### src/inc/gs_pkg.sv
// Constants for the setting group selector
// Assumes a 32-bit register port with 4-bit byte addresses
package gs_pkg;
  localparam int unsigned NUM_GROUPS = 8;
  localparam int unsigned GRP_W = 3;
  localparam int unsigned SEL_W = 4;
  localparam int unsigned ADDR_W = 4;
  localparam int unsigned DATA_W = 32;

  localparam logic [ADDR_W-1:0] OFS_CTRL = 4'h0;
  localparam logic [ADDR_W-1:0] OFS_REMOTE = 4'h4;
  localparam logic [ADDR_W-1:0] OFS_STATUS = 4'h8;

  // Control register fields
  localparam int unsigned CTRL_FORCE_BIT = 0;
  localparam int unsigned CTRL_USED_LSB = 4;
  localparam int unsigned CTRL_FORCED_LSB = 8;
  // Remote change register field
  localparam int unsigned REMOTE_SEL_LSB = 0;
  // Status register fields
  localparam int unsigned STAT_ACTIVE_LSB = 0;
  localparam int unsigned STAT_ONEHOT_LSB = 8;
  localparam int unsigned STAT_FORCE_BIT = 16;
  localparam int unsigned STAT_FAIL_LSB = 24;

  // Fail flag positions
  localparam int unsigned FAIL_NOT_CFG = 0;
  localparam int unsigned FAIL_LOWER = 1;
  localparam int unsigned FAIL_FORCE = 2;
  localparam int unsigned FAIL_W = 3;

  // Reset values
  localparam logic [GRP_W-1:0] RST_ACTIVE = 3'h0;
  localparam logic [GRP_W-1:0] RST_USED = 3'h0;
  localparam logic [SEL_W-1:0] SEL_NONE = 4'h0;
  localparam logic RST_FORCE = 1'b0;
endpackage : gs_pkg

### src/rtl/gs_selector.sv
// Setting group selector with force, remote change and priority requests
// Assumes requests synchronous to ref_clk; register port never stalls
`timescale 1ns/1ps
`default_nettype none
module gs_selector (
  input wire logic ref_clk,
  input wire logic rst_n,
  input wire logic [gs_pkg::ADDR_W-1:0] reg_addr,
  input wire logic [gs_pkg::DATA_W-1:0] reg_wdata,
  input wire logic reg_wr,
  input wire logic reg_rd,
  output logic [gs_pkg::DATA_W-1:0] reg_rdata,
  input wire logic [gs_pkg::NUM_GROUPS-1:0] group_request,
  output logic [gs_pkg::GRP_W-1:0] active_group_out,
  output logic [gs_pkg::NUM_GROUPS-1:0] active_group_onehot,
  output logic force_active,
  output logic fail_not_configured,
  output logic fail_lower_priority,
  output logic fail_force,
  output logic [gs_pkg::NUM_GROUPS-1:0] group_defaults_load
);
  typedef struct packed {
    logic [gs_pkg::GRP_W-1:0] active;
    logic [gs_pkg::NUM_GROUPS-1:0] onehot;
    logic [gs_pkg::GRP_W-1:0] used;
    logic force_en;
    logic force_prev;
    logic [gs_pkg::SEL_W-1:0] forced;
    logic [gs_pkg::SEL_W-1:0] remote;
    logic [gs_pkg::NUM_GROUPS-1:0] req_prev;
    logic [gs_pkg::FAIL_W-1:0] sticky;
    logic [gs_pkg::FAIL_W-1:0] fail;
    logic [gs_pkg::NUM_GROUPS-1:0] defaults;
    logic [gs_pkg::DATA_W-1:0] rdata;
  } gs_state_s;

  gs_state_s q;
  gs_state_s d;

  logic [gs_pkg::NUM_GROUPS-1:0] en_mask;
  logic [gs_pkg::NUM_GROUPS-1:0] held;
  logic [gs_pkg::NUM_GROUPS-1:0] rise;
  logic [gs_pkg::NUM_GROUPS-1:0] first_held;
  logic hfound;
  logic [gs_pkg::GRP_W-1:0] hidx;
  logic wr_ctrl;
  logic wr_remote;
  logic [gs_pkg::SEL_W-1:0] wr_forced;
  logic [gs_pkg::SEL_W-1:0] wr_target;
  logic [gs_pkg::GRP_W-1:0] wr_used;

  // Enabled groups count up from group one
  genvar g;
  generate
    for (g = 0; g < gs_pkg::NUM_GROUPS; g++) begin : g_en
      assign en_mask[g] = (g <= int'(q.used));
    end
  endgenerate

  assign held = group_request & en_mask;
  assign rise = held & ~q.req_prev;
  assign wr_ctrl = reg_wr && (reg_addr == gs_pkg::OFS_CTRL);
  assign wr_remote = reg_wr && (reg_addr == gs_pkg::OFS_REMOTE);
  assign wr_forced = reg_wdata[gs_pkg::CTRL_FORCED_LSB +: gs_pkg::SEL_W];
  assign wr_target = reg_wdata[gs_pkg::REMOTE_SEL_LSB +: gs_pkg::SEL_W];
  assign wr_used = reg_wdata[gs_pkg::CTRL_USED_LSB +: gs_pkg::GRP_W];

  // Highest held request; held higher group blocks all below it
  gs_prio u_prio (
    .vec(held),
    .found(hfound),
    .idx(hidx),
    .first(first_held)
  );

  function automatic logic fits(input logic [gs_pkg::SEL_W-1:0] sel,
                                input logic [gs_pkg::GRP_W-1:0] used);
    fits = (sel != gs_pkg::SEL_NONE) && ((sel - 4'h1) <= {1'b0, used});
  endfunction : fits

  function automatic logic [gs_pkg::NUM_GROUPS-1:0] mask_of(
      input logic [gs_pkg::GRP_W-1:0] used);
    mask_of = '0;
    for (int i = 0; i < gs_pkg::NUM_GROUPS; i++) begin
      mask_of[i] = (i[gs_pkg::GRP_W-1:0] <= used);
    end
  endfunction : mask_of

  always_comb begin
    d = q;
    d.fail = '0;
    d.rdata = '0;
    d.req_prev = group_request;
    d.force_prev = q.force_en;
    // Register writes
    if (wr_ctrl) begin
      d.force_en = reg_wdata[gs_pkg::CTRL_FORCE_BIT];
      d.used = wr_used;
      d.forced = wr_forced;
      if (wr_forced != gs_pkg::SEL_NONE &&
          (!reg_wdata[gs_pkg::CTRL_FORCE_BIT] || !fits(wr_forced, wr_used))) begin
        d.fail[gs_pkg::FAIL_FORCE] = 1'b1;
      end
    end
    if (wr_remote) begin
      d.remote = wr_target;
    end
    if (|(group_request & ~q.req_prev & ~en_mask)) begin
      d.fail[gs_pkg::FAIL_NOT_CFG] = 1'b1;
    end
    // Selection
    if (q.used == gs_pkg::RST_USED) begin
      d.active = gs_pkg::RST_ACTIVE;
    end else if (q.force_en) begin
      if (fits(q.forced, q.used)) begin
        d.active = q.forced[gs_pkg::GRP_W-1:0] - 3'h1;
      end
    end else begin
      if (hfound && (rise != '0 || q.force_prev)) begin
        d.active = hidx;
        if (|(rise & ~first_held)) begin
          d.fail[gs_pkg::FAIL_LOWER] = 1'b1;
        end
      end else if (wr_remote && wr_target != gs_pkg::SEL_NONE) begin
        if (!fits(wr_target, q.used)) begin
          d.fail[gs_pkg::FAIL_NOT_CFG] = 1'b1;
        end else if (hfound && ({1'b0, hidx} < wr_target - 4'h1)) begin
          d.fail[gs_pkg::FAIL_LOWER] = 1'b1;
        end else begin
          d.active = wr_target[gs_pkg::GRP_W-1:0] - 3'h1;
        end
      end
    end
    // Never leave an unused group active
    if (d.active > d.used) begin
      d.active = gs_pkg::RST_ACTIVE;
    end
    for (int i = 0; i < gs_pkg::NUM_GROUPS; i++) begin
      d.onehot[i] = (d.active == i[gs_pkg::GRP_W-1:0]);
    end
    d.defaults = mask_of(d.used) & ~mask_of(q.used);
    // Sticky fails: set wins over write-one clear
    d.sticky = q.sticky;
    if (reg_wr && reg_addr == gs_pkg::OFS_STATUS) begin
      d.sticky = q.sticky & ~reg_wdata[gs_pkg::STAT_FAIL_LSB +: gs_pkg::FAIL_W];
    end
    d.sticky = d.sticky | d.fail;
    // Read data one cycle after the strobe
    if (reg_rd) begin
      unique case (reg_addr)
        gs_pkg::OFS_CTRL: begin
          d.rdata[gs_pkg::CTRL_FORCE_BIT] = q.force_en;
          d.rdata[gs_pkg::CTRL_USED_LSB +: gs_pkg::GRP_W] = q.used;
          d.rdata[gs_pkg::CTRL_FORCED_LSB +: gs_pkg::SEL_W] = q.forced;
        end
        gs_pkg::OFS_REMOTE: begin
          d.rdata[gs_pkg::REMOTE_SEL_LSB +: gs_pkg::SEL_W] = q.remote;
        end
        gs_pkg::OFS_STATUS: begin
          d.rdata[gs_pkg::STAT_ACTIVE_LSB +: gs_pkg::GRP_W] = q.active;
          d.rdata[gs_pkg::STAT_ONEHOT_LSB +: gs_pkg::NUM_GROUPS] = q.onehot;
          d.rdata[gs_pkg::STAT_FORCE_BIT] = q.force_en;
          d.rdata[gs_pkg::STAT_FAIL_LSB +: gs_pkg::FAIL_W] = q.sticky;
        end
        default: begin
          d.rdata = '0;
        end
      endcase
    end
  end

  always_ff @(posedge ref_clk) begin
    if (!rst_n) begin
      q <= '0;
      q.active <= gs_pkg::RST_ACTIVE;
      q.onehot <= 8'h01;
      q.used <= gs_pkg::RST_USED;
      q.force_en <= gs_pkg::RST_FORCE;
      q.forced <= gs_pkg::SEL_NONE;
      q.remote <= gs_pkg::SEL_NONE;
    end else begin
      q <= d;
    end
  end

  assign reg_rdata = q.rdata;
  assign active_group_out = q.active;
  assign active_group_onehot = q.onehot;
  assign force_active = q.force_en;
  assign fail_not_configured = q.fail[gs_pkg::FAIL_NOT_CFG];
  assign fail_lower_priority = q.fail[gs_pkg::FAIL_LOWER];
  assign fail_force = q.fail[gs_pkg::FAIL_FORCE];
  assign group_defaults_load = q.defaults;
endmodule : gs_selector
`default_nettype wire

### src/rtl/gs_prio.sv
// Fixed-priority finder: lowest index of a set bit wins
// Purely combinational; caller registers the result
`timescale 1ns/1ps
`default_nettype none
module gs_prio (
  input wire logic [gs_pkg::NUM_GROUPS-1:0] vec,
  output logic found,
  output logic [gs_pkg::GRP_W-1:0] idx,
  output logic [gs_pkg::NUM_GROUPS-1:0] first
);
  logic [gs_pkg::NUM_GROUPS:0] seen;

  assign seen[0] = 1'b0;
  genvar g;
  generate
    for (g = 0; g < gs_pkg::NUM_GROUPS; g++) begin : g_chain
      assign seen[g+1] = seen[g] | vec[g];
      assign first[g] = vec[g] & ~seen[g];
    end
  endgenerate

  assign found = seen[gs_pkg::NUM_GROUPS];

  always_comb begin
    idx = '0;
    for (int i = 0; i < gs_pkg::NUM_GROUPS; i++) begin
      if (first[i]) begin
        idx = idx | i[gs_pkg::GRP_W-1:0];
      end
    end
  end
endmodule : gs_prio
`default_nettype wire

### config.mk
export PLATFORM = sky130hd
export DESIGN_NAME = gs_selector
export DESIGN_NICKNAME = d
export VERILOG_FILES = /design/src/inc/gs_pkg.sv /design/src/rtl/gs_selector.sv /design/src/rtl/gs_prio.sv
export SDC_FILE = /design/constraint.sdc
export NUM_CORES = 1
export LEC_CHECK = 0
export BUFFER_PORTS_ARGS = -buffer_cell sky130_fd_sc_hd__buf_4
export CAP_MARGIN = 5
export CORE_MARGIN = 5
export CORE_UTILIZATION = 35
export DETAILED_ROUTE_END_ITERATION = 8
export PLACE_DENSITY = 0.54
export SLEW_MARGIN = 20
export SYNTH_ARGS = -nofsm -noshare
export SYNTH_HDL_FRONTEND = slang
export SYNTH_HIERARCHICAL = 1
export SYNTH_SLANG_ARGS = --single-unit
### constraint.sdc
create_clock -name ref_clk -period 8.5 [get_ports ref_clk]
set_input_delay 0.425 -clock ref_clk [delete_from_list [all_inputs] [get_ports ref_clk]]
set_output_delay 0.425 -clock ref_clk [all_outputs]
set_load 0.02 [all_outputs]
# --- Word-level counts from Yosys, hierarchy flattened ---
# Index checks and enable logic that the tools add are counted.
classes:
  n_addsub: 5
  n_lt_le_gt_ge: 28
  eq_ne: 9
  muxes: 32
  bitwise_logic: 34
  reduce_logical: 27
op_table:
  columns: ["cell", "n"]
  rows:
  - ["$and A8 B8 Y8", 6]
  - ["$mux W3", 13]
  - ["$le A3 B3 Y1 const A", 12]
  - ["$not A8 Y8", 4]
  - ["$le A2 B3 Y1 const A", 6]
  - ["$reduce_or A8 Y1", 2]
  - ["$le A1 B3 Y1 const A", 5]
  - ["$eq A3 B3 Y1 const B", 4]
  - ["$le A4 B3 Y1", 3]
  - ["$reduce_bool A4 Y1", 3]
  - ["$sub A4 B1 Y4 const B", 3]
  - ["$logic_and A1 B1 Y1", 10]
  - ["$mux W1", 10]
  - ["$mux W2", 5]
  - ["$reduce_and A3 Y1", 3]
  - ["$pmux W4 S2", 1]
  - ["$reduce_bool A8 Y1", 1]
  - ["$and A1 B1 Y1", 7]
  - ["$not A1 Y1", 7]
  - ["$or A1 B1 Y1", 7]
  - ["$eq A3 B2 Y1 const B", 2]
  - ["$logic_not A3 Y1", 2]
  - ["$sub A3 B1 Y3 const B", 2]
  - ["$eq A4 B3 Y1 const B", 1]
  - ["other kinds (14)", 16]
word_totals:
  regBits: 78
  in_bits: 48
  output_inout_bits: 55
  word_cells: 151

# --- Longest topological paths before layout ---
# Gate-level depths: netlist of the first run.
logic_depth:
  depth_word: 22
  ltp_mapped: 23
  ltp_nobuf: 21

# --- By module ---
# Netlist of the first run, hierarchy kept.
modules_own_cells:
  columns: ["module", "n_inst", "cells_per_inst", "area_each_um2", "seq_area_each_um2"]
  rows:
  - ["gs_selector", 1, 397, 3555.9, 1301.2]
  - ["gs_prio", 1, 24, 146.4, 0.0]

# --- Worst setup path after synthesis of the first run ---
# OpenSTA, ideal clock, no wires.
synth_timing:
  path_type: "register -> register"
  from: "register q[64] in the netlist's numbering"
  to: "register q (netlist bit active_group_onehot[2])"
  setup_time_ps: 73
  arrival_ps: 4372
  required_time_ps: 8427
  setup_slack_ps: 4056
  stages_incl_launch_ff: 21
  path_buffers: 1
  period_less_slack_ps: 4444
  cell_sequence: "dfxtp_1 -> buf_6 -> nor3_4 -> and2b_2 -> or4_4 -> a21oi_1 -> ha_1 -> o21ai_0 -> o21bai_1 -> a21bo_2 -> a31o_2 -> a311oi_1 -> or2_2 -> inv_1 -> ha_1 -> a21o_1 -> a21oi_1 -> a31oi_1 -> nand2b_1 -> or3_4 -> nor3b_2"
synth_between:
  elab_chain_cells: 22
  word_cells_on_any_way: 57
  classes_between: "order compare (11); eq/ne (1); mux (16); bitwise (22); reduce/logical (7)"
synth_rtl:
  columns: ["element", "line", "text"]
  rows:
  - ["start: declaration", "gs_selector.sv:37", "gs_state_s q;"]
  - ["$le A1 B3 Y1 (*)", "gs_selector.sv:56", "assign en_mask[g] = (g <= int'(q.used));"]
  - ["$and A8 B8 Y8 (*)", "gs_selector.sv:60", "assign held = group_request & en_mask;"]
  - ["net held, one bit", "gs_selector.sv:41", "logic [gs_pkg::NUM_GROUPS-1:0] held;"]
  - ["$or A1 B1 Y1 (*) (3 in a row)", "gs_prio.sv:17", "assign seen[g+1] = seen[g] | vec[g];"]
  - ["$not A1 Y1 / $or A1 B1 Y1 (equally long branches)", "gs_prio.sv:18, gs_prio.sv:17", null]
  - ["$and A1 B1 Y1, or another cell as far along", "gs_prio.sv:18", "assign first[g] = vec[g] & ~seen[g];"]
  - ["$mux W3, or another cell as far along (2 in a row)", "gs_prio.sv:27", "if (first[i]) begin"]
  - ["$mux W3 / $and A1 B1 Y1 (equally long branches)", "gs_prio.sv:27, gs_prio.sv:18", null]
  - ["[1 not listed]", null, null]
  - ["net hidx, one bit", "gs_selector.sv:45", "logic [gs_pkg::GRP_W-1:0] hidx;"]
  - ["[3 not listed]", null, null]
  - ["$mux W3", "gs_selector.sv:125", "if (!fits(wr_target, q.used)) begin"]
  - ["$mux W3", "gs_selector.sv:124", "end else if (wr_remote && wr_target != gs_pkg::SEL_NONE) begin"]
  - ["$mux W3 (*)", "gs_selector.sv:119", "if (hfound && (rise != '0 || q.force_prev)) begin"]
  - ["$mux W3 (*)", "gs_selector.sv:114", "end else if (q.force_en) begin"]
  - ["$mux W3 (*)", "gs_selector.sv:112", "if (q.used == gs_pkg::RST_USED) begin"]
  - ["$gt A3 B3 Y1", "gs_selector.sv:135", "if (d.active > d.used) begin"]
  - ["$mux W3 (*)", "gs_selector.sv:135", null]
  - ["$eq A3 B2 Y1 (*)", "gs_selector.sv:139", "d.onehot[i] = (d.active == i[gs_pkg::GRP_W-1:0]);"]
# The timed path passes the listed nets; every way through them passes the cells marked *.
# A chain may end at the register's enable or synchronous reset.

# --- Worst setup path after layout of the first run ---
layout_timing:
  from: "register q[65] in the netlist's numbering"
  to: "register q (netlist bit active_group_onehot[6])"
layout_between:
  word_cells_on_any_way: 57
  classes_between: "order compare (11); eq/ne (1); mux (16); bitwise (22); reduce/logical (7)"
layout_lines:
  columns: ["element", "line"]
  rows:
  - ["$le A3 B3 Y1 (*)", "gs_selector.sv:56"]
  - ["$and A8 B8 Y8 (*)", "gs_selector.sv:60"]
  - ["net held, one bit", "gs_selector.sv:41"]
  - ["$or A1 B1 Y1 (*)", "gs_prio.sv:17"]
  - ["$not A1 Y1 / $or A1 B1 Y1 (equally long branches)", "gs_prio.sv:18, gs_prio.sv:17"]
  - ["$and A1 B1 Y1 / $not A1 Y1 (equally long branches)", "gs_prio.sv:18"]
  - ["$mux W3 / $and A1 B1 Y1 (equally long branches)", "gs_prio.sv:27, gs_prio.sv:18"]
  - ["$mux W3 (*)", "gs_prio.sv:27"]
  - ["net hidx, one bit", "gs_selector.sv:45"]
  - ["[3 not listed]", null]
  - ["$mux W3", "gs_selector.sv:125"]
  - ["$mux W3", "gs_selector.sv:124"]
  - ["$mux W3 (*)", "gs_selector.sv:119"]
  - ["$mux W3 (*)", "gs_selector.sv:114"]
  - ["$mux W3 (*)", "gs_selector.sv:112"]
  - ["$gt A3 B3 Y1", "gs_selector.sv:135"]
  - ["$mux W3 (*)", "gs_selector.sv:135"]
  - ["$eq A3 B3 Y1 (*)", "gs_selector.sv:139"]
# Marks and branches as above.

==> summary.json, run 1 <==
{
  "crit_path_end_kind": "flop",
  "period_needed_ns": 5.28,
  "via_count_of_the_first_global_routing_pass": 2837,
  "syn_area_um2": 3700,
  "clk_root_buffer_cell": "sky130_fd_sc_hd__clkbuf_8",
  "yosys_most_used_dff": "sky130_fd_sc_hd__dfxtp_1",
  "crit_path_start_kind": "flop",
  "finalCritPeriodShare": 0.621,
  "die_height_um": 113,
  "irDropWorstVdd_mv": 0.0653,
  "timing_worst_setup_path_type": "reg2reg",
  "layout.filler_cells": 1047,
  "hold-worst-slack_ns": 0.300,
  "top_cell_type_by_total_area_after_synthesis": "sky130_fd_sc_hd__dfxtp_1",
  "wire_per_inst_um": 15.2,
  "seq_area_frac_synth": 0.351,
  "fp.dieW_um": 113,
  "required_ns": 8.77,
  "status": "finished, final reports clean",
  "dp_worst_setup_slack_ns": 3.28,
  "first_pass_grt_wire_length_mm": 14.5,
  "synth.area.top_cells": "sky130_fd_sc_hd__dfxtp_1 35%, sky130_fd_sc_hd__buf_4 11%, sky130_fd_sc_hd__ha_1 6.4%, sky130_fd_sc_hd__and2_1 3.5%, sky130_fd_sc_hd__inv_1 3.1%",
  "timing.critical_path.arrival_ns": 5.55,
  "synthToLayoutAreaGrowth_pct": 13.9,
  "vias_per_cell": 4.83,
  "timing.fmax_mhz": 189,
  "timing.final.hold_violations": 0,
  "drv_slew": 0,
  "drt_initial_violations": 132,
  "grt_antenna_before_repair": 0,
  "antenna_cells_inserted": 0,
  "power.density_nw_per_um2": 163,
  "routed-via-count": 2856,
  "cts_post_setup_buffers_inserted": 0,
  "synth-edff-count": 0,
  "drc": 0,
  "clock_latency_at_the_later_pin_of_the_worst_skew_pair_ns": 0.34,
  "dieArea_um2": 12700,
  "clk_path_buf_depth": 2,
  "tightestPinTransition_ns": 0.707,
  "timing.max_cap.violations": 0,
  "clock_tree_from_tritoncts": "done",
  "ant_nets": 0,
  "timing.critical_path.fanout_max": 13,
  "dp_hpwl_mm": 6.76,
  "slew_headroom": 0.527,
  "postRouteWirelength_mm": 8.99,
  "ff_latch_area_um2": 1300,
  "final_cell_mix": "71 x sky130_fd_sc_hd__buf_4, 65 x sky130_fd_sc_hd__dfxtp_1, 31 x sky130_fd_sc_hd__inv_1, 31 x sky130_fd_sc_hd__nor2_1, 21 x sky130_fd_sc_hd__and2_1",
  "cts.sink_count": 65,
  "timing.critical_path.slowest_stage_cell": "sky130_fd_sc_hd__dfxtp_1",
  "gp_congestion": 0.817,
  "multiInputGateArea_um2": 1860,
  "grt_start_max_net_pins": 32,
  "layout_commonest_cell": "sky130_fd_sc_hd__buf_4",
  "synth_cells": 421,
  "post_route_cells_drive_above_1_share": 0.251,
  "p_leak_nw": 1.83,
  "io_pins": 103,
  "core_area_um2": 10300,
  "finish.net_count": 517,
  "critical_path_buf_inv_count": 2,
  "std_cell_rows": 37,
  "synth_area_per_cell_um2": 8.79,
  "crit_path_max_incr_delay_ns": 0.69,
  "postSynth.asyncResetShare": 0,
  "synth.lib_cells_used.distinct": 61,
  "grtUsageTotal": 0.141,
  "clock_buffer_count_from_cts": 9,
  "clock_pin_transition_on_the_worst_setup_and_hold_timing_paths_ns": 0.08,
  "worst_path_dominant_cell_family": "compound AO/OA/AOI/OAI gates",
  "setup_viol_count_final": 0,
  "fin_setup_tns_ns": 0,
  "reg2reg_slack_ns": 3.22,
  "cts_hold_repair.buffers": 0,
  "number_of_buffer_cells_added_on_primary_ports": 71,
  "final_critical_path_setup_slack_ns": 3.22,
  "min-delay-path-class": "in2reg",
  "cts_resized": 0,
  "synth_top_cell_area_share": 0.351,
  "overflow": 0,
  "timing.clock.skew_ns": 0.00944,
  "htreeDepth": 3,
  "number_of_iterations_in_the_first_detailed_routing_pass": 5,
  "worst_path_cell_chain": "inv_1 -> a21oi_1 -> and2_1 -> nor2_1 -> o21ai_0 -> a211oi_1 -> ha_1 -> o21ai_0 -> o21bai_1 -> a21bo_2 -> a31o_2 -> a311oi_1 -> or2_2 -> inv_1 -> ha_1 -> a21o_1 -> a21oi_1 -> a31oi_1 -> nand2b_1 -> or3_4 -> nor3b_2",
  "initial_core_utilization": 0.359,
  "ys_seq_elements": 65,
  "yosys_warnings": 6,
  "rsz0062_at_grt": "false"
}
[metrics by stage]
| step | total power [mW] | util | area [µm²] | cells |
|---|---|---|---|---|
| finish | 0.687 | 0.408 | 4220 | 591 |
| global route | 0.718 | 0.408 | 4220 | 591 |
| CTS | 0.693 | 0.408 | 4220 | 591 |
| detailed placement | 0.392 | 0.387 | 3990 | 575 |
| global placement | 0.390 | 0.387 | 3990 | 575 |
| floorplan | 0.371 | - | 3750 | 434 |
[worst reg2reg max path: cells and delay by family, from the launching register on]
family,cells,cell delay [ns]
compound gates,11,2.19
fa+ha+maj,2,0.59
simple gates,6,1.33
buf+inv,2,0.41
flops,1,0.69
[cells by family after synthesis]
logic type / count (synthesis) / share of synthesized area
mux: 10 / 0.0270
compound gates: 85 / 0.170
buf+inv: 98 / 0.158
flops: 65 / 0.351
simple gates: 138 / 0.216
other cells: 1 / 0.00101
xor+xnor: 5 / 0.0118
fa+ha+maj: 19 / 0.0642
[registers in the layout, indices dropped and copies added (netlist names)]
name and count:
active_group_out 3, fail_not_configured 1, q 23, group_defaults_load 8
reg_rdata 19, fail_force 1, fail_lower_priority 1, force_active 1
active_group_onehot 8
[worst paths after layout]
| kind | startpoint | end | cells after the start |
|---|---|---|---|
| min | group_request[6] | q[52] | 2 |
| max | q[65] | active_group_onehot[6] | 21 |
| min reg2reg | q[57] | reg_rdata[3] | 2 |
| max reg2reg | q[65] | active_group_onehot[6] | 21 |
[Yosys cell counts, types with 5 or more instances]
master,n
sky130_fd_sc_hd__ha_1,19
sky130_fd_sc_hd__dfxtp_1,65
sky130_fd_sc_hd__nor3_1,10
sky130_fd_sc_hd__a21oi_1,16
sky130_fd_sc_hd__buf_4,52
sky130_fd_sc_hd__mux2i_1,10
sky130_fd_sc_hd__nor2b_1,17
sky130_fd_sc_hd__nand2_1,12
sky130_fd_sc_hd__o21a_1,5
sky130_fd_sc_hd__nor2_1,31
sky130_fd_sc_hd__a31o_2,8
sky130_fd_sc_hd__o21ai_0,12
sky130_fd_sc_hd__and2_1,21
sky130_fd_sc_hd__a211oi_1,6
sky130_fd_sc_hd__nand2b_1,11
sky130_fd_sc_hd__inv_1,31
sky130_fd_sc_hd__clkbuf_1,9
[routing by layer]
layer | up-vias | global-route usage | wire (µm)
met5 | - | 0 | 0
met3 | 7 | 0.0369 | 513
met4 | 0 | 0.0337 | 68
met2 | 83 | 0.227 | 4020
met1 | 1328 | 0.189 | 4390
li1 | 1438 | - | -
[layout make-up]
type	count	share of cell area
clock inverter	7	0.0237
tap	136	0.0404
clock buffer	9	0.0294
multi-input combinational	271	0.442
inverter	32	0.0297
timing repair buffer	71	0.126
sequential	65	0.309
[report_power, final]
| group | internal (mW) | switching (mW) |
|---|---|---|
| registers | 0.309 | 0.00254 |
| clock network | 0.168 | 0.133 |
| logic | 0.0309 | 0.0436 |
Note: power is estimated with default switching activity, not from simulation.
==> inputs of run 2 (changes only) <==
--- a/config.mk
+++ b/config.mk
@@ -5,6 +5,7 @@
 export SDC_FILE = /design/constraint.sdc
 export NUM_CORES = 1
 export LEC_CHECK = 0
+export ABC_AREA = 1
 export BUFFER_PORTS_ARGS = -buffer_cell sky130_fd_sc_hd__buf_4
 export CAP_MARGIN = 5
 export CORE_MARGIN = 5
==> constraint.sdc (replaced) <==
create_clock -name ref_clk -period 5 [get_ports ref_clk]
set_input_delay 0.25 -clock ref_clk [delete_from_list [all_inputs] [get_ports ref_clk]]
set_output_delay 0.25 -clock ref_clk [all_outputs]
set_load 0.02 [all_outputs]
==> run 2 against run 1 <==
Combinational power rose by 91%. Sequential cell count unchanged. Global-route usage decreased by 0.57 points. Core utilization up 0.50 points. First-iteration DRC count down 12%. Largest power group unchanged. Highest routed layer unchanged.
==> summary.json, run 2 <==
{
  "status": "finished, final reports clean",
  "synth_top_cell_area_share": {"value": 0.350, "change": "-0.00130"},
  "placed_area": {"value": 4070, "unit": "µm²", "change": "+1.9%"},
  "grt_antenna_before_repair": {"value": 0, "change": "unchanged"},
  "crit_path_end_kind": "flop",
  "yosys_warnings": {"value": 6, "change": "unchanged"},
  "synth_cells": {"value": 503, "change": "+19%"},
  "power.density": {"value": 265, "unit": "nW/µm²", "change": "+63%"},
  "synthToLayoutAreaGrowth_pct": 14.8,
  "crit_path_start_kind": "flop",
  "dieArea": {"value": 12800, "unit": "µm²", "change": "+0.34%"},
  "sw_frac_of_total": {"value": 0.282, "change": "+0.0212"},
  "overflow": {"value": 0, "change": "unchanged"},
  "finalCritPeriodShare": {"value": 0.819, "change": "+0.198"},
  "internal_power": {"value": 0.813, "unit": "mW", "change": "+60%"},
  "clk_root_buffer_cell": "sky130_fd_sc_hd__clkbuf_8",
  "number_of_buffer_cells_added_on_primary_ports": {"value": 71, "change": "unchanged"},
  "io_pins": {"value": 103, "change": "unchanged"},
  "ys_top_cells_by_count": "89 x sky130_fd_sc_hd__inv_1, 70 x sky130_fd_sc_hd__nand2_1, 65 x sky130_fd_sc_hd__dfxtp_1, 52 x sky130_fd_sc_hd__buf_4, 51 x sky130_fd_sc_hd__nor2_1",
  "std_cell_rows": {"value": 37, "change": "unchanged"},
  "clock_pin_transition_on_the_worst_setup_and_hold_timing_paths": {"value": 0.08, "unit": "ns", "change": "about the same"},
  "crit_path_max_incr_delay": {"value": 0.47, "unit": "ns", "change": "-0.22 ns"},
  "clock_tree_from_tritoncts": "done",
  "post_route_cells_drive_above_1_share": {"value": 0.246, "change": "-0.00420"},
  "top_cell_type_by_total_area_after_synthesis": "sky130_fd_sc_hd__dfxtp_1",
  "postSynth.asyncResetShare": {"value": 0, "change": "unchanged"},
  "cts_hold_repair.buffers": {"value": 0, "change": "unchanged"},
  "setup_viol_count_final": {"value": 0, "change": "unchanged"},
  "rsz0062_at_grt": "false",
  "drt_initial_violations": {"value": 116, "change": "-12%"},
  "synth_area_per_cell": {"value": 7.39, "unit": "µm²", "change": "-16%"},
  "via_count_of_the_first_global_routing_pass": {"value": 3034, "change": "+6.9%"},
  "timing.max_cap.violations": {"value": 0, "change": "unchanged"},
  "final_cell_mix": "89 x sky130_fd_sc_hd__inv_1, 72 x sky130_fd_sc_hd__buf_4, 70 x sky130_fd_sc_hd__nand2_1, 65 x sky130_fd_sc_hd__dfxtp_1, 51 x sky130_fd_sc_hd__nor2_1",
  "place.detailed.instances": {"value": 668, "change": "+16%"},
  "timing.critical_path.fanout_max": {"value": 5, "change": "-8"},
  "grtUsageTotal": {"value": 0.135, "change": "-0.00572"},
  "syn_area": {"value": 3720, "unit": "µm²", "change": "+0.37%"},
  "tightestPinTransition": {"value": 0.685, "unit": "ns", "change": "-0.0218 ns"},
  "timing.critical_path.arrival": {"value": 4.38, "unit": "ns", "change": "-1.17 ns"},
  "drv_slew": {"value": 0, "change": "unchanged"},
  "ant_nets": {"value": 0, "change": "unchanged"},
  "irDropWorstVdd": {"value": 0.130, "unit": "mV", "change": "+99%"},
  "timing.fmax": {"value": 244, "unit": "MHz", "change": "+29%"},
  "final_std_cell_area_no_fill": {"value": 4270, "unit": "µm²", "change": "+1.2%"},
  "postRouteWirelength": {"value": 8.67, "unit": "mm", "change": "-3.5%"},
  "seq_power_share": {"value": 0.469, "change": "+0.016"},
  "fin_setup_tns": {"value": 0, "unit": "ns", "change": "unchanged"},
  "most_common_cell_in_the_netlist": "sky130_fd_sc_hd__inv_1",
  "hold-worst-slack": {"value": 0.0918, "unit": "ns", "change": "-0.208 ns"},
  "vias_per_cell": {"value": 4.46, "change": "-7.7%"},
  "timing.final.hold_violations": {"value": 0, "change": "unchanged"},
  "clk_path_buf_depth": {"value": 2, "change": "unchanged"},
  "htreeDepth": {"value": 3, "change": "unchanged"},
  "fp.dieW": {"value": 113, "unit": "µm", "change": "+0.17%"},
  "min-delay-path-class": "in2reg",
  "power.combinational.fraction": {"value": 0.125, "change": "+0.017"},
  "path_common_cell": "sky130_fd_sc_hd__nand2_1",
  "grt_start_max_net_pins": {"value": 29, "change": "-9.4%"},
  "clock_latency_at_the_later_pin_of_the_worst_skew_pair": {"value": 0.34, "unit": "ns", "change": "about the same"},
  "yosys_most_used_dff": "sky130_fd_sc_hd__dfxtp_1",
  "gp_congestion": {"value": 0.846, "change": "+3.6%"},
  "synth-edff-count": {"value": 0, "change": "unchanged"},
  "slew_headroom": {"value": 0.540, "change": "+0.0128"},
  "ys_seq_elements": {"value": 65, "change": "unchanged"},
  "registers.top_by_ff_count": "q",
  "routed-via-count": {"value": 3052, "change": "+6.9%"},
  "largest_reg_flops": {"value": 23, "change": "unchanged"},
  "synth.lib_cells_used.distinct": {"value": 42, "change": "-31%"},
  "drc": {"value": 0, "change": "unchanged"},
  "number_of_iterations_in_the_first_detailed_routing_pass": {"value": 4, "change": "-1"},
  "timing.critical_path.slowest_stage_cell": "sky130_fd_sc_hd__dfxtp_1",
  "antenna_cells_inserted": {"value": 0, "change": "unchanged"},
  "timing.clock.skew": {"value": 0.00971, "unit": "ns", "change": "+0.000267 ns"},
  "p_leak": {"value": 2.15, "unit": "nW", "change": "+17%"},
  "die_height": {"value": 113, "unit": "µm", "change": "+0.17%"},
  "core_area": {"value": 10300, "unit": "µm²", "change": "unchanged"},
  "cts.sink_count": {"value": 65, "change": "unchanged"},
  "required": {"value": 5.28, "unit": "ns", "change": "-3.49 ns"},
  "report.power.total": {"value": 1.13, "unit": "mW", "change": "+65%"},
  "initial_core_utilization": {"value": 0.360, "change": "+0.00133"},
  "synth.area.top_cells": "sky130_fd_sc_hd__dfxtp_1 35%, sky130_fd_sc_hd__buf_4 11%, sky130_fd_sc_hd__inv_1 9.0%, sky130_fd_sc_hd__nand2_1 7.1%, sky130_fd_sc_hd__ha_1 6.4%",
  "period_needed": {"value": 4.10, "unit": "ns", "change": "-1.18 ns"},
  "dp_hpwl": {"value": 6.91, "unit": "mm", "change": "+2.2%"},
  "cts_resized": {"value": 0, "change": "unchanged"},
  "layout_commonest_cell": "sky130_fd_sc_hd__inv_1",
  "clock_buffer_count_from_cts": {"value": 9, "change": "unchanged"},
  "timing_worst_setup_path_type": "reg2reg",
  "first_pass_grt_wire_length": {"value": 13.9, "unit": "mm", "change": "-4.1%"},
  "seq_area_frac_synth": {"value": 0.350, "change": "-0.00130"},
  "clock_power_share": {"value": 0.406, "change": "-0.032"},
  "cts_post_setup_buffers_inserted": {"value": 0, "change": "unchanged"},
  "power.switching": {"value": 0.319, "unit": "mW", "change": "+78%"},
  "fin_cells": {"value": 684, "change": "+16%"},
  "wire_per_inst": {"value": 12.7, "unit": "µm", "change": "-17%"},
  "finish.net_count": {"value": 610, "change": "+18%"}
}
-- run 2: changes by cell type after synthesis, moves of 7 or more --
cell	before	now
sky130_fd_sc_hd__inv_1	31	89
sky130_fd_sc_hd__nand2_1	12	70
sky130_fd_sc_hd__nand3_1	4	35
sky130_fd_sc_hd__and2_1	21	0
sky130_fd_sc_hd__nor2_1	31	51
sky130_fd_sc_hd__nor2b_1	17	0
sky130_fd_sc_hd__nand2b_1	11	0
sky130_fd_sc_hd__mux2i_1	10	0
sky130_fd_sc_hd__o21ai_0	12	22
sky130_fd_sc_hd__nand2_2	0	9
sky130_fd_sc_hd__inv_2	0	8
sky130_fd_sc_hd__clkbuf_1	9	2
-- run 2: metrics by stage --
stage	utilization	setup WS, ns
6_report	0.413	0.903
5_1_grt	0.413	0.481
4_1_cts	0.413	0.935
3_5_place_dp	0.394	0.955
3_3_place_gp	0.394	1.07
2_1_floorplan	-	1.55
-- run 2: kinds of logic (layout without fill, tap and decap cells) --
group           after synthesis  in the layout  synth area share
simple gates                200            200             0.271
buf+inv                     154            186             0.208
flops                        65             65             0.350
compound gates               60             60            0.0960
fa+ha+maj                    19             19            0.0640
xor+xnor                      4              4           0.00943
other cells                   1             14           0.00101
-- run 2: per-layer routing --
layer  part of all wire  global-route usage
met1               0.46               0.163
met5                  0                   0
met2               0.48               0.237
met4             0.0095              0.0313
met3              0.052              0.0401
-- run 2: worst paths after layout --
kind	from	to	slack (ns)	cells past startpoint
worst max-delay path	q[66]	active_group_onehot[7]	0.90	32
worst max register to register	q[66]	active_group_onehot[7]	0.90	32
worst min register to register	active_group_onehot[7]	reg_rdata[15]	0.43	2
worst min-delay path	group_request[1]	q[47]	0.09	3
-- run 2: layout make-up --
type / count / area [µm²]
flip-flops and latches: 65 / 1300
clock buffers: 9 / 124
clock inverters: 7 / 75.1
well taps: 136 / 170
fillers: 1078 / 6060
multi-input cells: 297 / 1690
repair buffers: 72 / 541
inverters: 98 / 368
-- run 2: worst max-delay path: cells and delay by family (launching register included) --
family / cells / cell delay [ns]
fa+ha+maj: 2 / 0.56
buf+inv: 4 / 0.38
simple gates: 23 / 2.24
compound gates: 3 / 0.38
flops: 1 / 0.47
-- run 2: power by group through the flow --
stage	clock (mW)	combinational (mW)	sequential (mW)
2_1_floorplan	0	0.104	0.543
3_3_place_gp	0	0.139	0.543
3_5_place_dp	0	0.143	0.544
4_1_cts	0.476	0.143	0.531
5_1_grt	0.496	0.160	0.532
6_report	0.459	0.142	0.531
